[src/logic/pmu_pkg.sv]
// Shared constants for the power sequencer: register map, field layout, timing
package pmu_pkg;

	// ----------------------------------------------------------------
	// Clock and timing
	// ----------------------------------------------------------------
	localparam int CLOCK_HZ       = 40_000_000;
	localparam int MS_PER_SEC     = 1000;
	localparam int PWRUP_DELAY_MS = 15;
	localparam int STEP_DELAY_MS  = 2;
	localparam int SLEEP_GUARD_MS = 1000;
	localparam int MS_W           = 10;

	// ----------------------------------------------------------------
	// Register offsets (7-bit address)
	// ----------------------------------------------------------------
	localparam int        ADDR_W          = 7;
	localparam int        DATA_W          = 8;
	localparam bit [6:0]  OFS_REG3_LEVEL  = 7'h00;
	localparam bit [6:0]  OFS_SLEEP_LEVEL = 7'h09;
	localparam bit [6:0]  OFS_REG_CTRL    = 7'h0a;
	localparam bit [6:0]  OFS_COMP_CTRL   = 7'h0b;
	localparam bit [6:0]  OFS_IRQ_ENABLE  = 7'h0c;
	localparam bit [6:0]  OFS_IRQ_STATUS  = 7'h0d;
	localparam bit [6:0]  OFS_SLEEP_POL   = 7'h0e;

	// ----------------------------------------------------------------
	// Field positions
	// ----------------------------------------------------------------
	localparam int BIT_REG1_EN      = 0;
	localparam int BIT_REG2_EN      = 1;
	localparam int BIT_IRQ_POLARITY = 0;
	localparam int BIT_SLEEP        = 1;
	localparam int BIT_HYST_DOUBLE  = 7;
	localparam int THRESH_W         = 7;
	localparam int NUM_IRQ          = 5;

	// ----------------------------------------------------------------
	// Reset values
	// ----------------------------------------------------------------
	localparam bit [7:0] RST_SLEEP_LEVEL = 8'h00;
	localparam bit [7:0] RST_REG_CTRL    = 8'h03;
	localparam bit [7:0] RST_COMP_CTRL   = 8'h19;
	localparam bit [7:0] RST_IRQ_ENABLE  = 8'h00;
	localparam bit [7:0] RST_SLEEP_POL   = 8'h00;
	localparam bit [7:0] CODE_REG3_1V2   = 8'h00;
	localparam bit [7:0] CODE_REG3_1V0   = 8'h01;

	// ----------------------------------------------------------------
	// Serial frame layout
	// ----------------------------------------------------------------
	localparam int FRAME_BITS = 16;
	localparam int CNT_W      = 5;

	// ----------------------------------------------------------------
	// Sequencer states
	// ----------------------------------------------------------------
	typedef enum logic [3:0] {
		S_RESET      = 4'h0,
		S_PWRUP_WAIT = 4'h1,
		S_LDO        = 4'h2,
		S_REG1       = 4'h3,
		S_REG2       = 4'h4,
		S_ACTIVE     = 4'h5,
		S_SLP_REG3   = 4'h6,
		S_SLP_REG2   = 4'h7,
		S_SLP_REG1   = 4'h8,
		S_SLEEP      = 4'h9,
		S_WAKE_REG1  = 4'ha
	} seq_state_t;

endpackage : pmu_pkg

[src/logic/reg_access_if.sv]
// Register access carrier between the serial slave and the register file
`timescale 1ns/100ps
`default_nettype none
interface reg_access_if;
	logic       wr_en;
	logic [6:0] addr;
	logic [7:0] wdata;
	logic [7:0] rdata;

	modport slave_side (output wr_en, output addr, output wdata, input rdata);
	modport regs_side  (input wr_en, input addr, input wdata, output rdata);
endinterface : reg_access_if
`default_nettype wire

[src/logic/ms_delay_timer.sv]
// Millisecond delay timer, restarted at every new sequence step
`timescale 1ns/100ps
`default_nettype none
module ms_delay_timer #(
	parameter int CYCLES_PER_MS = pmu_pkg::CLOCK_HZ / pmu_pkg::MS_PER_SEC
) (
	// Clock and reset
	input  wire logic                   clock_i,
	input  wire logic                   rst_n_i,
	// Control
	input  wire logic                   start_i,
	input  wire logic [pmu_pkg::MS_W-1:0] target_ms_i,
	output logic                        done_o
);
	localparam int PRE_W = $clog2(CYCLES_PER_MS + 1);
	localparam logic [PRE_W-1:0] PRE_LAST = PRE_W'(CYCLES_PER_MS - 1);

	logic [PRE_W-1:0]         pre_q;
	logic [pmu_pkg::MS_W-1:0] ms_q;

	assign done_o = (ms_q == target_ms_i);

	// Prescaler and ms count both restart so a step never inherits a partial ms
	always_ff @(posedge clock_i) begin
		if (!rst_n_i || start_i) begin
			pre_q <= '0;
			ms_q  <= '0;
		end else if (!done_o) begin
			if (pre_q == PRE_LAST) begin
				pre_q <= '0;
				ms_q  <= ms_q + 1'b1;
			end else begin
				pre_q <= pre_q + 1'b1;
			end
		end
	end
endmodule : ms_delay_timer
`default_nettype wire

[src/logic/spi_reg_slave.sv]
// Serial register port: 16-bit frames, read flag, 7-bit address, 8-bit data
`timescale 1ns/100ps
`default_nettype none
module spi_reg_slave (
	// Clock and reset
	input  wire logic     clock_i,
	input  wire logic     rst_n_i,
	// Serial pins
	input  wire logic     spi_cs_n_i,
	input  wire logic     spi_sclk_i,
	input  wire logic     spi_mosi_i,
	output logic          spi_miso_o,
	output logic          spi_miso_oe_o,
	// Register side
	reg_access_if.slave_side regs
);
	logic [2:0]                 sync1_q;
	logic [2:0]                 sync2_q;
	logic                       sclk_prev_q;
	logic [pmu_pkg::CNT_W-1:0]  cnt_q;
	logic [14:0]                rx_q;
	logic [7:0]                 tx_q;
	logic                       wr_q;
	logic                       rd_q;
	logic                       cs_act;
	logic                       rise;
	logic                       fall;

	// ----------------------------------------------------------------
	// Pin synchronisers
	// ----------------------------------------------------------------
	always_ff @(posedge clock_i) begin
		if (!rst_n_i) begin
			sync1_q     <= 3'h1;
			sync2_q     <= 3'h1;
			sclk_prev_q <= 1'b0;
		end else begin
			sync1_q     <= {spi_mosi_i, spi_sclk_i, spi_cs_n_i};
			sync2_q     <= sync1_q;
			sclk_prev_q <= sync2_q[1];
		end
	end

	assign cs_act = !sync2_q[0];
	assign rise   = cs_act && sync2_q[1] && !sclk_prev_q;
	assign fall   = cs_act && !sync2_q[1] && sclk_prev_q;

	// ----------------------------------------------------------------
	// Shift engine
	// ----------------------------------------------------------------
	always_ff @(posedge clock_i) begin
		if (!rst_n_i || !cs_act) begin
			cnt_q <= '0;
			rx_q  <= '0;
			tx_q  <= '0;
			wr_q  <= 1'b0;
			rd_q  <= 1'b0;
		end else begin
			wr_q <= 1'b0;
			if (rise) begin
				rx_q  <= {rx_q[13:0], sync2_q[2]};
				cnt_q <= cnt_q + 1'b1;
				// Direction is kept apart, the shift register moves on under it
				if (cnt_q == pmu_pkg::CNT_W'(0))
					rd_q <= sync2_q[2];
				// Read data is fetched once the address is complete
				if (cnt_q == pmu_pkg::CNT_W'(7))
					tx_q <= regs.rdata;
				if (cnt_q == pmu_pkg::CNT_W'(pmu_pkg::FRAME_BITS - 1))
					wr_q <= !rx_q[14];
			end else if (fall && cnt_q > pmu_pkg::CNT_W'(8)) begin
				tx_q <= {tx_q[6:0], 1'b0};
			end
		end
	end

	assign regs.wr_en   = wr_q;
	assign regs.addr    = (cnt_q == pmu_pkg::CNT_W'(7)) ? {rx_q[5:0], sync2_q[2]} : rx_q[14:8];
	assign regs.wdata   = rx_q[7:0];
	assign spi_miso_o   = tx_q[7];
	assign spi_miso_oe_o = cs_act && rd_q && cnt_q >= pmu_pkg::CNT_W'(8);
endmodule : spi_reg_slave
`default_nettype wire

[src/logic/pmu_sequencer_sleep_irq.sv]
// Power sequencer: start-up, sleep entry/exit, lockouts, registers and interrupt pin
`timescale 1ns/100ps
`default_nettype none
module pmu_sequencer_sleep_irq #(
	parameter int CYCLES_PER_MS = pmu_pkg::CLOCK_HZ / pmu_pkg::MS_PER_SEC
) (
	// Clock and power-on reset
	input  wire logic       clock_i,
	input  wire logic       rst_n_i,
	// Control pins
	input  wire logic       reset_pin_n_i,
	input  wire logic       sleep_request_pin_i,
	input  wire logic       alt_level_select_two_i,
	input  wire logic       alt_level_select_three_i,
	// Supply and die monitors
	input  wire logic       undervoltage_lockout_i,
	input  wire logic       overvoltage_lockout_i,
	input  wire logic       thermal_shutdown_i,
	// Analog status
	input  wire logic [2:0] power_good_i,
	input  wire logic       ldo_power_good_i,
	input  wire logic       compare_input_pin_above_i,
	// Serial register port
	input  wire logic       spi_cs_n_i,
	input  wire logic       spi_sclk_i,
	input  wire logic       spi_mosi_i,
	output logic            spi_miso_o,
	output logic            spi_miso_oe_o,
	// Regulator controls
	output logic            ldo_enable_o,
	output logic [2:0]      regulator_enable_o,
	output logic [1:0]      discharge_enable_o,
	output logic            regulator2_high_level_o,
	output logic [7:0]      regulator3_code_o,
	output logic            pulse_frequency_mode_o,
	output logic            clocks_stop_o,
	// Comparator controls
	output logic [6:0]      compare_threshold_o,
	output logic            compare_hyst_double_o,
	// Interrupt pin
	output logic            irq_o
);
	localparam int NSYNC = 12;

	// ----------------------------------------------------------------
	// Pin synchronisers
	// ----------------------------------------------------------------
	logic [NSYNC-1:0] sync1_q;
	logic [NSYNC-1:0] sync2_q;

	always_ff @(posedge clock_i) begin
		if (!rst_n_i) begin
			sync1_q <= 12'h001;
			sync2_q <= 12'h001;
		end else begin
			sync1_q <= {compare_input_pin_above_i, ldo_power_good_i, power_good_i,
				thermal_shutdown_i, overvoltage_lockout_i, undervoltage_lockout_i,
				alt_level_select_three_i, alt_level_select_two_i, sleep_request_pin_i,
				reset_pin_n_i};
			sync2_q <= sync1_q;
		end
	end

	logic       reset_pin_n;
	logic       sleep_pin;
	logic       sel_two;
	logic       sel_three;
	logic       fault;
	logic [4:0] live_status;

	assign reset_pin_n = sync2_q[0];
	assign sleep_pin   = sync2_q[1];
	assign sel_two     = sync2_q[2];
	assign sel_three   = sync2_q[3];
	assign fault       = |sync2_q[6:4];
	assign live_status = sync2_q[11:7];

	// ----------------------------------------------------------------
	// Sequencer state and timers
	// ----------------------------------------------------------------
	pmu_pkg::seq_state_t      state_q;
	pmu_pkg::seq_state_t      state_d;
	logic                     step_start;
	logic                     step_done;
	logic                     guard_done;
	logic [pmu_pkg::MS_W-1:0] step_ms;
	logic                     moved_q;
	logic                     moved_d;
	logic                     sel_two_q;
	logic                     sel_three_q;

	assign step_start = (state_d != state_q);
	assign step_ms    = (state_q == pmu_pkg::S_PWRUP_WAIT) ?
		pmu_pkg::MS_W'(pmu_pkg::PWRUP_DELAY_MS) : pmu_pkg::MS_W'(pmu_pkg::STEP_DELAY_MS);

	ms_delay_timer #(.CYCLES_PER_MS(CYCLES_PER_MS)) u_step_timer (
		.clock_i     (clock_i),
		.rst_n_i     (rst_n_i),
		.start_i     (step_start),
		.target_ms_i (step_ms),
		.done_o      (step_done)
	);

	// Guard restarts while held in reset, so it measures from power-up
	ms_delay_timer #(.CYCLES_PER_MS(CYCLES_PER_MS)) u_guard_timer (
		.clock_i     (clock_i),
		.rst_n_i     (rst_n_i),
		.start_i     (state_q == pmu_pkg::S_RESET),
		.target_ms_i (pmu_pkg::MS_W'(pmu_pkg::SLEEP_GUARD_MS)),
		.done_o      (guard_done)
	);

	// ----------------------------------------------------------------
	// Register file
	// ----------------------------------------------------------------
	reg_access_if bus ();

	spi_reg_slave u_spi (
		.clock_i       (clock_i),
		.rst_n_i       (rst_n_i),
		.spi_cs_n_i    (spi_cs_n_i),
		.spi_sclk_i    (spi_sclk_i),
		.spi_mosi_i    (spi_mosi_i),
		.spi_miso_o    (spi_miso_o),
		.spi_miso_oe_o (spi_miso_oe_o),
		.regs          (bus.slave_side)
	);

	logic [7:0] reg3_level_q;
	logic [7:0] sleep_level_q;
	logic [7:0] reg_ctrl_q;
	logic [7:0] comp_ctrl_q;
	logic [7:0] irq_enable_q;
	logic [7:0] sleep_pol_q;
	logic       regs_clear;
	logic [7:0] reg3_default;

	// Lockouts and the reset pin both bring every register back to default
	assign regs_clear   = !rst_n_i || fault || !reset_pin_n;
	assign reg3_default = sel_three_q ? pmu_pkg::CODE_REG3_1V2 : pmu_pkg::CODE_REG3_1V0;

	always_ff @(posedge clock_i) begin
		if (regs_clear) begin
			reg3_level_q  <= reg3_default;
			sleep_level_q <= pmu_pkg::RST_SLEEP_LEVEL;
			reg_ctrl_q    <= pmu_pkg::RST_REG_CTRL;
			comp_ctrl_q   <= pmu_pkg::RST_COMP_CTRL;
			irq_enable_q  <= pmu_pkg::RST_IRQ_ENABLE;
			sleep_pol_q   <= pmu_pkg::RST_SLEEP_POL;
		end else if (state_q == pmu_pkg::S_LDO) begin
			// Level straps are only just latched, so refresh the default here
			reg3_level_q <= reg3_default;
		end else if (bus.wr_en) begin
			unique case (bus.addr)
				pmu_pkg::OFS_REG3_LEVEL:  reg3_level_q  <= bus.wdata;
				pmu_pkg::OFS_SLEEP_LEVEL: sleep_level_q <= bus.wdata;
				pmu_pkg::OFS_REG_CTRL:    reg_ctrl_q    <= bus.wdata;
				pmu_pkg::OFS_COMP_CTRL:   comp_ctrl_q   <= bus.wdata;
				pmu_pkg::OFS_IRQ_ENABLE:  irq_enable_q  <= bus.wdata;
				pmu_pkg::OFS_SLEEP_POL:   sleep_pol_q   <= bus.wdata;
				default: ;
			endcase
		end
	end

	// Status is read live; a read has no side effect on it or on the pin
	always_comb begin
		unique case (bus.addr)
			pmu_pkg::OFS_REG3_LEVEL:  bus.rdata = reg3_level_q;
			pmu_pkg::OFS_SLEEP_LEVEL: bus.rdata = sleep_level_q;
			pmu_pkg::OFS_REG_CTRL:    bus.rdata = reg_ctrl_q;
			pmu_pkg::OFS_COMP_CTRL:   bus.rdata = comp_ctrl_q;
			pmu_pkg::OFS_IRQ_ENABLE:  bus.rdata = irq_enable_q;
			pmu_pkg::OFS_IRQ_STATUS:  bus.rdata = {3'h0, live_status};
			pmu_pkg::OFS_SLEEP_POL:   bus.rdata = sleep_pol_q;
			default:                  bus.rdata = 8'h00;
		endcase
	end

	// ----------------------------------------------------------------
	// Level straps
	// ----------------------------------------------------------------
	// Only the power-on reset clears the straps; they are re-taken at each start-up
	always_ff @(posedge clock_i) begin
		if (!rst_n_i) begin
			sel_two_q   <= 1'b0;
			sel_three_q <= 1'b1;
		end else if (state_q == pmu_pkg::S_PWRUP_WAIT && step_done) begin
			sel_two_q   <= sel_two;
			sel_three_q <= sel_three;
		end
	end

	// ----------------------------------------------------------------
	// Sequencer
	// ----------------------------------------------------------------
	logic both_off;

	assign both_off = !reg_ctrl_q[pmu_pkg::BIT_REG1_EN] && !reg_ctrl_q[pmu_pkg::BIT_REG2_EN];

	always_comb begin
		state_d = state_q;
		moved_d = moved_q;
		if (fault) begin
			state_d = pmu_pkg::S_RESET;
		end else begin
			unique case (state_q)
				pmu_pkg::S_RESET:      state_d = pmu_pkg::S_PWRUP_WAIT;
				pmu_pkg::S_PWRUP_WAIT: if (step_done) state_d = pmu_pkg::S_LDO;
				pmu_pkg::S_LDO:        if (step_done) state_d = pmu_pkg::S_REG1;
				pmu_pkg::S_REG1:       if (step_done) state_d = pmu_pkg::S_REG2;
				pmu_pkg::S_REG2:       if (step_done) state_d = pmu_pkg::S_ACTIVE;
				pmu_pkg::S_ACTIVE: begin
					if (guard_done && sleep_pin) begin
						if (both_off) begin
							moved_d = 1'b0;
							state_d = pmu_pkg::S_SLEEP;
						end else begin
							moved_d = 1'b1;
							state_d = pmu_pkg::S_SLP_REG3;
						end
					end
				end
				pmu_pkg::S_SLP_REG3:  if (step_done) state_d = pmu_pkg::S_SLP_REG2;
				pmu_pkg::S_SLP_REG2:  if (step_done) state_d = pmu_pkg::S_SLP_REG1;
				pmu_pkg::S_SLP_REG1:  state_d = pmu_pkg::S_SLEEP;
				pmu_pkg::S_SLEEP:     if (!sleep_pin) state_d = pmu_pkg::S_WAKE_REG1;
				pmu_pkg::S_WAKE_REG1: if (step_done) state_d = pmu_pkg::S_ACTIVE;
				default:              state_d = pmu_pkg::S_RESET;
			endcase
		end
	end

	always_ff @(posedge clock_i) begin
		if (!rst_n_i) begin
			state_q <= pmu_pkg::S_RESET;
			moved_q <= 1'b0;
		end else begin
			state_q <= state_d;
			moved_q <= moved_d;
		end
	end

	// ----------------------------------------------------------------
	// Regulator drive
	// ----------------------------------------------------------------
	logic ldo_on;
	logic reg1_allowed;
	logic reg2_allowed;
	logic reg3_on;
	logic reg3_at_sleep;
	logic sleep_mode;
	logic reg1_en;
	logic reg2_en;

	always_comb begin
		ldo_on        = 1'b0;
		reg1_allowed  = 1'b0;
		reg2_allowed  = 1'b0;
		reg3_on       = 1'b0;
		reg3_at_sleep = 1'b0;
		unique case (state_q)
			pmu_pkg::S_RESET, pmu_pkg::S_PWRUP_WAIT: ;
			pmu_pkg::S_LDO: ldo_on = 1'b1;
			pmu_pkg::S_REG1: begin
				ldo_on       = 1'b1;
				reg1_allowed = 1'b1;
			end
			pmu_pkg::S_REG2: begin
				ldo_on       = 1'b1;
				reg1_allowed = 1'b1;
				reg2_allowed = 1'b1;
			end
			pmu_pkg::S_ACTIVE: begin
				ldo_on       = 1'b1;
				reg1_allowed = 1'b1;
				reg2_allowed = 1'b1;
				reg3_on      = 1'b1;
			end
			pmu_pkg::S_SLP_REG3: begin
				ldo_on        = 1'b1;
				reg1_allowed  = 1'b1;
				reg2_allowed  = 1'b1;
				reg3_on       = 1'b1;
				reg3_at_sleep = 1'b1;
			end
			pmu_pkg::S_SLP_REG2, pmu_pkg::S_WAKE_REG1: begin
				ldo_on        = 1'b1;
				reg1_allowed  = 1'b1;
				reg3_on       = 1'b1;
				reg3_at_sleep = moved_q;
			end
			pmu_pkg::S_SLP_REG1, pmu_pkg::S_SLEEP: begin
				ldo_on        = 1'b1;
				reg3_on       = 1'b1;
				reg3_at_sleep = moved_q;
			end
			default: ;
		endcase
	end

	// Linear regulator ignores software enables; only lockouts stop it
	assign reg1_en    = reg1_allowed && reg_ctrl_q[pmu_pkg::BIT_REG1_EN];
	assign reg2_en    = reg2_allowed && reg_ctrl_q[pmu_pkg::BIT_REG2_EN];
	assign sleep_mode = (state_q == pmu_pkg::S_SLEEP) || sleep_pol_q[pmu_pkg::BIT_SLEEP];

	always_ff @(posedge clock_i) begin
		if (!rst_n_i) begin
			ldo_enable_o            <= 1'b0;
			regulator_enable_o      <= 3'h0;
			discharge_enable_o      <= 2'h3;
			regulator2_high_level_o <= 1'b0;
			regulator3_code_o       <= pmu_pkg::CODE_REG3_1V2;
			pulse_frequency_mode_o  <= 1'b0;
			clocks_stop_o           <= 1'b0;
		end else begin
			ldo_enable_o            <= ldo_on;
			regulator_enable_o      <= {reg3_on, reg2_en, reg1_en};
			discharge_enable_o      <= {!reg2_en, !reg1_en};
			regulator2_high_level_o <= sel_two_q;
			regulator3_code_o       <= reg3_at_sleep ? sleep_level_q : reg3_level_q;
			pulse_frequency_mode_o  <= sleep_mode;
			clocks_stop_o           <= sleep_mode;
		end
	end

	// ----------------------------------------------------------------
	// Comparator settings and interrupt pin
	// ----------------------------------------------------------------
	logic irq_active;

	assign irq_active = |(live_status & irq_enable_q[pmu_pkg::NUM_IRQ-1:0]);

	always_ff @(posedge clock_i) begin
		if (!rst_n_i) begin
			compare_threshold_o   <= pmu_pkg::RST_COMP_CTRL[pmu_pkg::THRESH_W-1:0];
			compare_hyst_double_o <= 1'b0;
			irq_o                 <= 1'b1;
		end else begin
			compare_threshold_o   <= comp_ctrl_q[pmu_pkg::THRESH_W-1:0];
			compare_hyst_double_o <= comp_ctrl_q[pmu_pkg::BIT_HYST_DOUBLE];
			irq_o <= sleep_pol_q[pmu_pkg::BIT_IRQ_POLARITY] ? irq_active : !irq_active;
		end
	end
endmodule : pmu_sequencer_sleep_irq
`default_nettype wire

[config.mk]
export PLATFORM = sky130hd
export DESIGN_NAME = pmu_sequencer_sleep_irq
export DESIGN_NICKNAME = d
export VERILOG_FILES = /design/src/logic/pmu_pkg.sv /design/src/logic/reg_access_if.sv /design/src/logic/ms_delay_timer.sv /design/src/logic/spi_reg_slave.sv /design/src/logic/pmu_sequencer_sleep_irq.sv
export SDC_FILE = /design/constraint.sdc
export NUM_CORES = 1
export LEC_CHECK = 0
export ABC_AREA = 1
export BUFFER_PORTS_ARGS = -buffer_cell sky130_fd_sc_hd__buf_4
export CAP_MARGIN = 10
export CORE_AREA = 2 2 148 150
export CTS_CLUSTER_DIAMETER = 80
export DETAILED_ROUTE_END_ITERATION = 8
export DIE_AREA = 0 0 150 152
export SLEW_MARGIN = 40
export SYNTH_ARGS = -nofsm -noshare
export SYNTH_HDL_FRONTEND = slang
export SYNTH_HIERARCHICAL = 1
export SYNTH_SLANG_ARGS = --single-unit
[constraint.sdc]
create_clock -name clock_i -period 3.8 [get_ports clock_i]
set_input_delay 0.38 -clock clock_i [delete_from_list [all_inputs] [get_ports clock_i]]
set_output_delay 0.38 -clock clock_i [all_outputs]
set_load 0.02 [all_outputs]
==> parameters.txt <==
Parameter                              Value

Clock network
  Clock transition at the registers of the reported paths ... 80 ps
  Number of clock sinks ... 193
  Number of hold buffers added after cts ... 0
  Total setup buffers inserted after CTS ... 0
  Number of levels the H-tree was split into ... 4
  Clock tree root buffer cell ... clkbuf_16
  CTS tree ... yes
  Clock insertion delay at the later pin of the skew report ... 450 ps
  Clock buffer count from CTS ... 17
  Resized Gates After CTS ... 0
  Maximum clock path buffer count ... 2

Global routing
  Antenna violations before repair ... 0
  Overall global routing resource usage ... 20.2%
  Maximum number of pins on one net before global-route repair ... 42
  Residual overflow from global routing ... 0
  Wire length of the first global-routing pass ... 37700 um
  Number of global-route vias before repair ... 7569

Floorplan
  Die outline area ... 22800 um2
  Boundary Pins ... 45
  Row count ... 54
  Effective utilization at floorplan ... 45.1%
  Die Span X ... 150 um
  Height of the die ... 152 um
  Area of the core ... 21400 um2

Route
  Drt first pass iters ... 5
  Post-detailed-routing wire length ... 22600 um
  Via total after detailed routing ... 8546
  Routed length per placed instance ... 12.9 um
  Drt first-iter violations ... 624
  Mean number of vias per cell ... 4.86
  Remaining design rule violation count ... 0
  Residual antenna-violating net count after detailed routing ... 0

Setup path
  Critical-path maximum fanout ... 15
  WP buf/inv ... 7
  Element type at the critical path end ... register
  Critical path startpoint ... state_q[3]
  Delay-heaviest family, CP ... simple AND/OR/NAND/NOR gates
  CP max stage delay ... 390 ps
  Worst path cell trace ... inv_2, nand2_4, nor2_2, inv_1, nand2_1, nand2_1, inv_1, nand2_1, nor2_1, nand3_2, inv_2, inv_1, nand3_1, nand2_1, nor2_1, nand2_1, nand3_1, nand2_1, nor2_1, nand2_1, nor2_1, buf_4, inv_1, a21oi_1
  Required time of the critical path ... 4170 ps
  Standard cell with the maximum stage delay on the critical path ... dfxtp_1
  Most frequent CP cell ... nand2_1
  R2r startpoint ... state_q[3]
  Worst setup path class ... register to register
  Worst EP arrival ... 3590 ps
  Type of element launching the critical path ... register

Yosys
  Distinct cell type count after synthesis ... 43
  Predominant post-synthesis flop cell ... dfxtp_1
  Synth top area share ... 38.5%
  Share of the yosys chip area belonging to registers ... 41.0%
  Number of cells produced by synthesis ... 1423
  Yosys reg bits ... 193
  Synthesis Warnings ... 6
  Number of flops mapped to enable cells by yosys ... 8
  Most frequent cells after synthesis ... nand2_1 (365), nor2_1 (194), dfxtp_1 (185)
  Cell type with the highest aggregate area in the netlist ... dfxtp_1
  Average footprint of a synthesized cell ... 6.76 um2
  Async SR Flop Fraction ... 0%
  Synth area leaders ... dfxtp_1 (38%), nand2_1 (14%), nor2_1 (7.6%)
  Area of the mapped netlist ... 9620 um2
  Cell with the most instances after synthesis ... nand2_1

Placed design
  HPWL after detailed placement ... 16200 um
  GP Congestion ... 0.891
  Worst slack, placed ... 461 ps
  I/O Buffers ... 44
  # placed instances ... 1725

STA
  Final period demand of the worst path ... 3230 ps
  FMAX ... 310 MHz
  Final Worst Setup Slack ... 574 ps
  Clock skew after layout ... 15.1 ps
  Worst slew pin tran ... 752 ps
  Final-report setup violation count ... 0
  Max-slew violation count ... 0
  RSZ-0062 raised after global routing ... false
  Final period utilization ... 84.9%
  Number of failing hold endpoints at the final stage ... 0
  Post-route setup TNS ... 0 ps
  Slew headroom ... 49.5%

Run status
  Status ... completed

Layout
  Share of the core filled with cells ... 50.1%
  Cell Count, Final, Fillers Out ... 1757
  Ratio of cells with drive above 1 in the final layout ... 9.28%
  Antenna diode count ... 0
  # nets final ... 1488
  # fillers ... 2185
  Area growth syn-to-layout ... 11.1%

Min path
  Launch instance of the worst min-delay path ... spi_cs_n_i
  Type of the most critical hold path ... input pin to register

Power
  Total power ... 4.12 mW
  Static Leak ... 4.48 nW
  Worst supply voltage drop on vdd ... 0.275 mV
  Cell Pwr Density ... 386 nW/um2

Run
  Number of max-cap violations ... 0
==> through the flow <==
step | hold WS [ps] | cell area [um2]
finish | 106 | 10700
global route | 113 | 10700
CTS | 88.5 | 10700
detailed placement | 390 | 10100
global placement | 385 | 10100
floorplan | 380 | 9740
==> layout make-up <==
cell class	instances	area (um2)	share of cell area (%)
Timing Repair Buffer	51	383	3.58
Multi-Input combinational cell	1024	4740	44.3
Tap cell	280	350	3.28
Sequential cell	193	3940	36.9
Clock buffer	17	425	3.98
Inverter	177	667	6.24
Clock inverter	15	183	1.71
==> cells by family after synthesis <==
| group | share of synthesized area [%] |
|---|---|
| flops | 41.0 |
| other cells | 0.0780 |
| compound gates | 11.4 |
| fa+ha+maj | 0.910 |
| simple gates | 34.3 |
| buf+inv | 11.0 |
| xor+xnor | 1.27 |
==> worst paths after layout <==
check / to / slack, ps / cells after the start
worst max register to register: u_step_timer/pre_q[1] / 570 / 24
worst min register to register: u_spi/sync2_q[0] / 400 / 2
worst max-delay path: u_step_timer/pre_q[1] / 570 / 24
worst min-delay path: u_spi/sync1_q[0] / 110 / 3
==> power by group <==
| part | leakage (nW) | internal, mW | switching, mW | total (mW) |
|---|---|---|---|---|
| combinational | 2.60 | 0.0652 | 0.132 | 0.197 |
| clock | 0.293 | 0.950 | 0.892 | 1.84 |
| sequential | 1.59 | 2.06 | 0.0202 | 2.08 |
==> sequential cells by signal (all words and copies together), names as in the netlist, 8 cells and up <==
name / flops
u_spi/rx_q: 15
reg_ctrl_q: 8
u_guard_timer/pre_q: 16
u_guard_timer/ms_q: 10
reg3_level_q: 8
u_spi/tx_q: 8
sync2_q: 12
comp_ctrl_q: 8
sleep_level_q: 8
sleep_pol_q: 8
irq_enable_q: 8
regulator3_code_o: 8
u_step_timer/pre_q: 16
sync1_q: 12
u_step_timer/ms_q: 10
==> metal layers <==
metal / up-vias / global-route usage, % / wire length, um
met1: 3819 / 31.0 / 12000
met2: 152 / 29.6 / 9480
met3: 18 / 3.18 / 907
met4: 0 / 5.03 / 248
li1: 4557 / - / -
met5: - / 0 / 0
==> cells in the final DEF, fill, tap and decap left out, drive strengths merged <==
| master | count |
|---|---|
| nor4 | 3 |
| o22ai | 4 |
| o2111ai | 1 |
| or2 | 10 |
| bufinv | 1 |
| o211ai | 5 |
| buf | 51 |
| xor2 | 8 |
| nor3b | 1 |
| a21boi | 1 |
| nand3b | 6 |
| nand4 | 19 |
| a221oi | 1 |
| clkinvlp | 2 |
| nand2 | 369 |
| o21ai | 80 |
| a21oi | 113 |
| xnor2 | 6 |
| clkbuf | 17 |
| inv | 180 |
| dfxtp | 185 |
| nor3 | 10 |
| clkinv | 9 |
| conb | 32 |
| a211oi | 2 |
| nor2 | 213 |
| ha | 7 |
| nand3 | 133 |
| edfxtp | 8 |
==> worst reg2reg max path: stages (launching register included) <==
cell and delay [ps]:
dfxtp_1 390, inv_2 200, nand2_4 110, nor2_2 260
inv_1 80, nand2_1 80, nand2_1 50, inv_1 50
nand2_1 40, nor2_1 100, nand3_2 90, inv_2 130
inv_1 120, nand3_1 150, nand2_1 70, nor2_1 90
nand2_1 80, nand3_1 70, nand2_1 60, nor2_1 140
nand2_1 70, nor2_1 100, buf_4 200, inv_1 240
a21oi_1 190
No activity file was read; power rests on OpenSTA's default activity.
